==> src/tmcg_params.svh <==
`ifndef TMCG_PARAMS_SVH
`define TMCG_PARAMS_SVH

// ============================================================
// Register offsets
`define TMCG_OFS_PINCFG   8'h7d
`define TMCG_OFS_TEST1    8'h7e
`define TMCG_OFS_TEST2    8'h7f
`define TMCG_OFS_GIO      8'h80
`define TMCG_OFS_STAT4    8'h81
`define TMCG_OFS_MASK4    8'h83

// ============================================================
// Reset values
`define TMCG_RST_PINCFG   8'h00
`define TMCG_RST_TEST     8'h00
`define TMCG_RST_GIO      8'h00
`define TMCG_RST_STAT4    8'h00
`define TMCG_RST_MASK4    8'h00

// ============================================================
// Field positions, configuration register
`define TMCG_PF_LO        0
`define TMCG_PF_HI        1
`define TMCG_OT_OFF       2
`define TMCG_FAN_RESP     3
`define TMCG_BYP_LO       4
`define TMCG_BYP_HI       7

// ============================================================
// Field positions, general I/O register
`define TMCG_GIO_D2       2
`define TMCG_GIO_D1       3
`define TMCG_GIO_P2       4
`define TMCG_GIO_P1       5
`define TMCG_GIO_R2       6
`define TMCG_GIO_R1       7

// ============================================================
// Field positions, status register
`define TMCG_ST_LO        3
`define TMCG_ST_HI        7
`define TMCG_ST_RSV_MASK  8'hf8

// ============================================================
// Disabled-limit codes and full duty
`define TMCG_LIM_OFS64    8'h00
`define TMCG_LIM_TWOS     8'h80
`define TMCG_DUTY_FULL    8'hff

`endif

==> src/tmcg_pkg.sv <==
package tmcg_pkg;
  typedef enum logic [1:0] {
    TMCG_PIN_TACH,
    TMCG_PIN_OVERTEMP,
    TMCG_PIN_ALERT,
    TMCG_PIN_RSV
  } tmcg_pin_func_t;
endpackage

==> src/tmcg_gio_pin.sv <==
`timescale 1ns/1ps
module tmcg_gio_pin (
  // Configuration
  input  wire logic i_dir_in,
  input  wire logic i_pol_high,
  input  wire logic i_data,
  // Pin
  input  wire logic i_pin,
  output logic      o_pin,
  output logic      o_pin_oe,
  // Read value
  output logic      o_rd
);
  // ============================================================
  // Drive and readback
  assign o_pin_oe = ~i_dir_in;
  assign o_pin    = i_pol_high ? i_data : ~i_data;
  assign o_rd     = i_dir_in ? i_pin : i_data;
endmodule // tmcg_gio_pin

==> src/tmcg_regs.sv <==
`timescale 1ns/1ps
`include "tmcg_params.svh"
// Functional notes
// - Once lock is set, configuration register writes are ignored.
// - Pin function field: 00 tach, 01 overtemp, 10 alert, 11 reserved.
// - Overtemp output driven when disable bit clear and channels configured.
// - Disable bit set suppresses overtemp output on all channels.
// - Offset-64 format: limit of minus 64 disables that channel.
// - Twos-complement format: limit of minus 128 disables that channel.
// - Fan-response bit clear: overtemp forces all fans to full duty.
// - Fan-response bit set: overtemp drives each fan at its maximum duty.
// - Bypass bits rescale the four voltage channels to 0 to 2.25 V.
// - Input pin reads pin level; output pin driven from written bit.
// - Polarity bit: 0 active low, 1 active high.
// - Direction bit: 1 input, 0 output; register resets to zero.
// - Status bits 3 to 5 set when client reading exceeds limits.
// - Bit 6 current monitor, bit 7 termination voltage; bits 0-2 reserved.
// - Read clears a flag only if its condition has gone.
// - Mask bit blocks alert for the matching status flag.
module tmcg_regs
  import tmcg_pkg::*;
#(
  parameter int NCH  = 4,
  parameter int NFAN = 3
) (
  // Clock and reset
  input  wire logic                    i_clk,
  input  wire logic                    i_rst,
  // Register access port
  input  wire logic                    i_wr,
  input  wire logic                    i_rd,
  input  wire logic [7:0]              i_addr,
  input  wire logic [7:0]              i_wdata,
  output logic      [7:0]              o_rdata,
  // Global state
  input  wire logic                    i_lock,
  input  wire logic                    i_twos_fmt,
  // Overtemperature sources
  input  wire logic [NCH-1:0]          i_ot_exceed,
  input  wire logic [NCH*8-1:0]        i_ot_limit,
  input  wire logic [NCH-1:0]          i_ot_chan_en,
  input  wire logic [NFAN*8-1:0]       i_fan_max,
  input  wire logic [NFAN*8-1:0]       i_fan_auto,
  // Limit conditions
  input  wire logic [4:0]              i_limit_cond,
  // Outputs
  output tmcg_pkg::tmcg_pin_func_t     o_pin_func,
  output logic                         o_overtemp_signal,
  output logic                         o_overtemp_active,
  output logic      [NFAN*8-1:0]       o_fan_duty,
  output logic      [3:0]              o_bypass_divider,
  output logic                         o_alert,
  // General pins
  input  wire logic                    i_general_io_pin_one,
  input  wire logic                    i_general_io_pin_two,
  output logic                         o_general_io_pin_one,
  output logic                         o_general_io_pin_one_oe,
  output logic                         o_general_io_pin_two,
  output logic                         o_general_io_pin_two_oe
);
  // ============================================================
  // Registers
  logic [7:0] pin_and_overtemp_config_r;
  logic [7:0] general_io_config_r;
  logic [7:0] limit_status_four_r;
  logic [7:0] limit_mask_four_r;
  logic [NCH-1:0] ot_live;
  logic [7:0] cond_bits;
  logic       rd_one;
  logic       rd_two;

  function automatic logic lim_disabled(input logic [7:0] lim, input logic twos);
    lim_disabled = twos ? (lim == `TMCG_LIM_TWOS) : (lim == `TMCG_LIM_OFS64);
  endfunction

  // ============================================================
  // Configuration register
  // Lock is owned by the first configuration register outside this block
  always_ff @(posedge i_clk or posedge i_rst) begin
    if (i_rst) begin
      pin_and_overtemp_config_r <= `TMCG_RST_PINCFG;
    end else if (i_wr && i_addr == `TMCG_OFS_PINCFG && !i_lock) begin
      pin_and_overtemp_config_r <= i_wdata;
    end
  end

  assign o_pin_func = tmcg_pin_func_t'(
    pin_and_overtemp_config_r[`TMCG_PF_HI:`TMCG_PF_LO]);
  assign o_bypass_divider =
    pin_and_overtemp_config_r[`TMCG_BYP_HI:`TMCG_BYP_LO];

  // ============================================================
  // Overtemperature qualification
  always_comb begin
    for (int i = 0; i < NCH; i++) begin
      ot_live[i] = i_ot_exceed[i] && i_ot_chan_en[i] &&
                   !lim_disabled(i_ot_limit[i*8 +: 8], i_twos_fmt);
    end
  end

  // Fan override stays live even when the pin output is disabled
  assign o_overtemp_active = |ot_live;
  assign o_overtemp_signal = o_overtemp_active &&
    !pin_and_overtemp_config_r[`TMCG_OT_OFF];

  always_comb begin
    for (int f = 0; f < NFAN; f++) begin
      if (!o_overtemp_active) begin
        o_fan_duty[f*8 +: 8] = i_fan_auto[f*8 +: 8];
      end else if (pin_and_overtemp_config_r[`TMCG_FAN_RESP]) begin
        o_fan_duty[f*8 +: 8] = i_fan_max[f*8 +: 8];
      end else begin
        o_fan_duty[f*8 +: 8] = `TMCG_DUTY_FULL;
      end
    end
  end

  // ============================================================
  // General I/O register
  always_ff @(posedge i_clk or posedge i_rst) begin
    if (i_rst) begin
      general_io_config_r <= `TMCG_RST_GIO;
    end else if (i_wr && i_addr == `TMCG_OFS_GIO) begin
      general_io_config_r <= i_wdata & 8'hfc;
    end
  end

  tmcg_gio_pin u_pin_one (
    .i_dir_in   (general_io_config_r[`TMCG_GIO_R1]),
    .i_pol_high (general_io_config_r[`TMCG_GIO_P1]),
    .i_data     (general_io_config_r[`TMCG_GIO_D1]),
    .i_pin      (i_general_io_pin_one),
    .o_pin      (o_general_io_pin_one),
    .o_pin_oe   (o_general_io_pin_one_oe),
    .o_rd       (rd_one)
  );

  tmcg_gio_pin u_pin_two (
    .i_dir_in   (general_io_config_r[`TMCG_GIO_R2]),
    .i_pol_high (general_io_config_r[`TMCG_GIO_P2]),
    .i_data     (general_io_config_r[`TMCG_GIO_D2]),
    .i_pin      (i_general_io_pin_two),
    .o_pin      (o_general_io_pin_two),
    .o_pin_oe   (o_general_io_pin_two_oe),
    .o_rd       (rd_two)
  );

  // ============================================================
  // Limit status and mask
  assign cond_bits = {i_limit_cond, 3'b000};

  // Set wins over a clearing read, so no event is lost
  always_ff @(posedge i_clk or posedge i_rst) begin
    if (i_rst) begin
      limit_status_four_r <= `TMCG_RST_STAT4;
    end else if (i_rd && i_addr == `TMCG_OFS_STAT4) begin
      limit_status_four_r <= cond_bits;
    end else begin
      limit_status_four_r <= limit_status_four_r | cond_bits;
    end
  end

  always_ff @(posedge i_clk or posedge i_rst) begin
    if (i_rst) begin
      limit_mask_four_r <= `TMCG_RST_MASK4;
    end else if (i_wr && i_addr == `TMCG_OFS_MASK4 && !i_lock) begin
      limit_mask_four_r <= i_wdata & `TMCG_ST_RSV_MASK;
    end
  end

  always_ff @(posedge i_clk or posedge i_rst) begin
    if (i_rst) begin
      o_alert <= 1'b0;
    end else begin
      o_alert <= |(limit_status_four_r & ~limit_mask_four_r);
    end
  end

  // ============================================================
  // Read data
  always_comb begin
    case (i_addr)
      `TMCG_OFS_PINCFG: o_rdata = pin_and_overtemp_config_r;
      `TMCG_OFS_TEST1:  o_rdata = `TMCG_RST_TEST;
      `TMCG_OFS_TEST2:  o_rdata = `TMCG_RST_TEST;
      `TMCG_OFS_GIO:    o_rdata = {general_io_config_r[7:4], rd_one, rd_two, 2'b00};
      `TMCG_OFS_STAT4:  o_rdata = limit_status_four_r;
      `TMCG_OFS_MASK4:  o_rdata = limit_mask_four_r;
      default:          o_rdata = 8'h00;
    endcase
  end
endmodule // tmcg_regs

==> config.mk <==
export PLATFORM = sky130hd
export DESIGN_NAME = tmcg_regs
export DESIGN_NICKNAME = d
export VERILOG_FILES = /design/src/tmcg_pkg.sv /design/src/tmcg_gio_pin.sv /design/src/tmcg_regs.sv
export VERILOG_INCLUDE_DIRS = /design/src
export SDC_FILE = /design/constraint.sdc
export NUM_CORES = 1
export LEC_CHECK = 0
export ABC_CLOCK_PERIOD_IN_PS = 4150
export CAP_MARGIN = 25
export CORE_MARGIN = 5
export CORE_UTILIZATION = 45
export DETAILED_ROUTE_END_ITERATION = 6
export DONT_BUFFER_PORTS = 1
export HOLD_SLACK_MARGIN = 0.06
export SYNTH_ARGS = -nofsm -noshare
export SYNTH_HDL_FRONTEND = slang
export SYNTH_SLANG_ARGS = --single-unit
==> constraint.sdc <==
create_clock -name i_clk -period 4.15 [get_ports i_clk]
set_input_delay 0.83 -clock i_clk [delete_from_list [all_inputs] [get_ports i_clk]]
set_output_delay 0.83 -clock i_clk [all_outputs]
set_load 0.02 [all_outputs]
==> impl_metrics.csv <==
group,metric,value,unit
min_path,worst_hold_startpoint,"limit_status_four_r[4]$_DFF_PP0_",
setup_path,critical_path.startpoint_type,"primary input",
place,place.gp.congestion,0.823,
place,hpwl,4.55,mm
setup_path,setup.worst_path.start,"i_addr[2]",
floorplan,die_x,74.1,um
floorplan,dieArea,0.00549,mm^2
final_layout,antenna_cells_inserted,0,
global_route,overall_routing_resource_usage,17.5,%
final_layout,final_layout_size_suffix_gt1_share,30.5,%
global_route,grt_overflow,0,
yosys,synth_sequential_area_ratio,33.8,%
floorplan,placement_rows,23,
power_and_ir_drop,vdd_drop_max,0.244,mV
timing,final-max-slew-violation-count,0,
drt,routed_via_density,6.06,
yosys,syn_inst,180,
floorplan,coreArea,0.00400,mm^2
timing,worstMarginPinSlew,0.927,ns
power_and_ir_drop,p_int,360,uW
place,placement.io_buffers,0,
yosys,syn-num-nets,297,
clock_tree,insertion_delay,0.26,ns
min_path,hold_path_class,"flip-flop to flip-flop",
place,pre_cts_ws,0.773,ns
timing,timing_hold_violations_final,0,
drt,totalWireLength,5.36,mm
power_and_ir_drop,p_switching,141,uW
power_and_ir_drop,static-leakage-power,0.699,nW
power_and_ir_drop,clk_pwr_share,27.8,%
global_route,grt_max_degree,27,
yosys,synthDistinctLibCells,29,
drt,route.detailed.drc,0,
setup_path,path_max_fanout,6,
clock_tree,clock_tree.buffer_depth,2,
yosys,synth_commonest_cells,"sky130_fd_sc_hd__mux2_2, sky130_fd_sc_hd__dfrtp_1, sky130_fd_sc_hd__nand2b_1",
power_and_ir_drop,fraction_of_power_consumed_by_combinational_cells,20.4,%
setup_path,critPathRequiredTime,3.32,ns
yosys,yosys_warnings,0,
timing,maxClockFrequency,299,MHz
final_layout,multi_input_gate_area_in_the_final_layout,0.00111,mm^2
timing,fin_crit_share,80.6,%
global_route,grt_pass1_vias,1419,
yosys,synthArstFlopShare,100,%
timing,setup-violations-final,0,
power_and_ir_drop,total_power_divided_by_cell_area,263,mW/mm^2
clock_tree,ctsRootBufferMaster,"sky130_fd_sc_hd__clkbuf_8",
floorplan,height_of_the_chip,74.1,um
yosys,synthTopCellsByArea,"sky130_fd_sc_hd__dfrtp_1, sky130_fd_sc_hd__mux2_2, sky130_fd_sc_hd__nand2b_1, sky130_fd_sc_hd__mux2i_1, sky130_fd_sc_hd__xnor2_1",
yosys,ys_dominant_reg_cell,"sky130_fd_sc_hd__dfrtp_1",
outcome,status,"complete, no violations",
clock_tree,cts_hold_buffers,0,
yosys,post_synthesis_instance_area,0.00185,mm^2
setup_path,critical_path_endpoint_category,"output pin",
yosys,ys_seq_elements,25,
final_layout,layout.filler_cells,375,
yosys,synth_area_per_cell,10.3,um^2
final_layout,synthToLayoutAreaGrowth,2.91,%
yosys,synth_most_common_cell,"sky130_fd_sc_hd__mux2_2",
drt,wire_per_inst,23.9,um
drt,route.vias.total,1357,
clock_tree,post_cts.resized_instances,0,
clock_tree,clk_pin_slew,0.08,ns
floorplan,initial_standard_cell_utilization_of_the_core,46.3,%
timing,min_period,3.35,ns
yosys,synth_top_area_cell,"sky130_fd_sc_hd__dfrtp_1",
power_and_ir_drop,p_seq_share,51.8,%
clock_tree,htreeDepth,1,
yosys,synth_edf_count,0,
drt,drt_pass1_iterations,4,
power_and_ir_drop,power_switching_share,28.1,%
drt,count_of_routing_violations_after_the_opening_detailed_route_iteration,54,
timing,postLayoutSetupSlackWorst,0.804,ns
drt,antenna_left,0,
setup_path,crit_type,"primary input to output pin",
clock_tree,cts_buffers,3,
power_and_ir_drop,total_power,501,uW
timing,rsz0062_at_grt,"false",
yosys,synth.top_cell.area_share,33.8,%
clock_tree,cts.sink_count,25,
floorplan,pin_count,162,
setup_path,critical_path_arrival,2.52,ns
run,maxCapViolCount,0,
timing,max_slew_margin,38.1,%
timing,fin_worst_skew,0.00177,ns
timing,timing.setup.tns,0,ns
setup_path,critical_path.reg2reg.startpoint,"pin_and_overtemp_config_r[3]$_DFFE_PP0P_",
final_layout,final_nets,292,
final_layout,ff_latch_area,626,um^2
clock_tree,cts_tree,"done",
global_route,initial_antenna_violation_count,0,
clock_tree,postCtsSetupBuffers,0,
global_route,wire_length_of_the_first_global_routing_pass,7.39,mm
## power groups by stage
stage	clock network [mW]	registers [mW]	logic, mW
after floorplan	0	0.259	0.0997
after CTS	0.144	0.259	0.103
after detailed placement	0	0.264	0.103
final	0.139	0.259	0.102
after global placement	0	0.264	0.101
after global routing	0.154	0.260	0.108
## kinds of logic (layout without fill, tap and decap cells)
family | Yosys count | count (layout) | synth area share, %
AND/OR/NAND/NOR | 55 | 55 | 19.5
multiplexers | 49 | 49 | 29.4
flip-flops | 25 | 25 | 33.8
buffers and inverters | 23 | 17 | 6.15
AO/OA/AOI/OAI | 22 | 22 | 8.32
XOR/XNOR | 6 | 6 | 2.84
## final cells by class
class                   instances  share of cell area, %
clock buffers                   4                   2.37
multi-input cells             132                   58.3
repair buffers                  3                   1.18
flip-flops and latches         25                   32.9
well taps                      50                   3.29
inverters                      10                   1.97
## layer usage
metal	GRT usage (%)	wire [um]	share of wire, %	vias to the layer above
met5	0	0	0	-
met4	5.03	85	1.6	0
met3	4.86	528	9.9	8
met2	34.6	2940	55	78
met1	17.6	1800	34	645
li1	-	-	-	626
## layout by cell type (no fill, tap or decap)
master	count
sky130_fd_sc_hd__nand2_1	7
sky130_fd_sc_hd__clkbuf_1	1
sky130_fd_sc_hd__or4_4	1
sky130_fd_sc_hd__buf_4	3
sky130_fd_sc_hd__o21ai_0	5
sky130_fd_sc_hd__nand2b_1	25
sky130_fd_sc_hd__dfrtp_1	25
sky130_fd_sc_hd__nand3_1	1
sky130_fd_sc_hd__o221ai_1	1
sky130_fd_sc_hd__mux2i_1	6
sky130_fd_sc_hd__a21o_1	5
sky130_fd_sc_hd__a31oi_1	4
sky130_fd_sc_hd__xnor2_1	6
sky130_fd_sc_hd__a222oi_1	2
sky130_fd_sc_hd__nor4_1	4
sky130_fd_sc_hd__nor2_1	2
sky130_fd_sc_hd__a22oi_1	4
sky130_fd_sc_hd__nand3b_1	1
sky130_fd_sc_hd__or3_1	1
sky130_fd_sc_hd__nor4_4	1
sky130_fd_sc_hd__mux2_2	43
sky130_fd_sc_hd__inv_1	10
sky130_fd_sc_hd__nand4b_1	2
sky130_fd_sc_hd__nor3b_4	1
sky130_fd_sc_hd__clkbuf_8	3
sky130_fd_sc_hd__nor3_1	6
sky130_fd_sc_hd__nor4b_2	1
sky130_fd_sc_hd__and2_1	2
sky130_fd_sc_hd__o31ai_1	1
## critical path, cell delays in order
cell and delay [ns]:
sky130_fd_sc_hd__or4_4 0.53, sky130_fd_sc_hd__nor3_1 0.63, sky130_fd_sc_hd__a22oi_1 0.21, sky130_fd_sc_hd__o21ai_0 0.32
## through the flow
stage	instances	hold slack, ns	area [um^2]	utilization (%)
2_1_floorplan	180	0.471	1850	-
3_3_place_gp	219	0.489	1850	46.3
3_5_place_dp	219	0.495	1850	46.3
4_1_cts	223	0.513	1900	47.4
5_1_grt	224	0.537	1900	47.6
6_report	224	0.507	1900	47.6
## sequential cells by signal, indices dropped and copies added (netlist names)
name,count
o_alert,1
pin_and_overtemp_config_r,8
limit_status_four_r,5
general_io_config_r,6
limit_mask_four_r,5
## final timing paths
| check | to | slack [ns] | cells after the start |
|---|---|---|---|
| max | o_rdata[6] | 0.80 | 4 |
| min | limit_status_four_r[4]$_DFF_PP0_ | 0.51 | 1 |
| max reg2reg | pin_and_overtemp_config_r[3]$_DFFE_PP0P_ | 2.96 | 1 |
| min reg2reg | limit_status_four_r[4]$_DFF_PP0_ | 0.51 | 1 |
| max in group asynchronous | o_alert$_DFF_PP0_ | 2.93 | 1 |
| min in group asynchronous | limit_mask_four_r[7]$_DFFE_PP0P_ | 0.66 | 1 |
No activity file was read; power rests on OpenSTA's default activity.
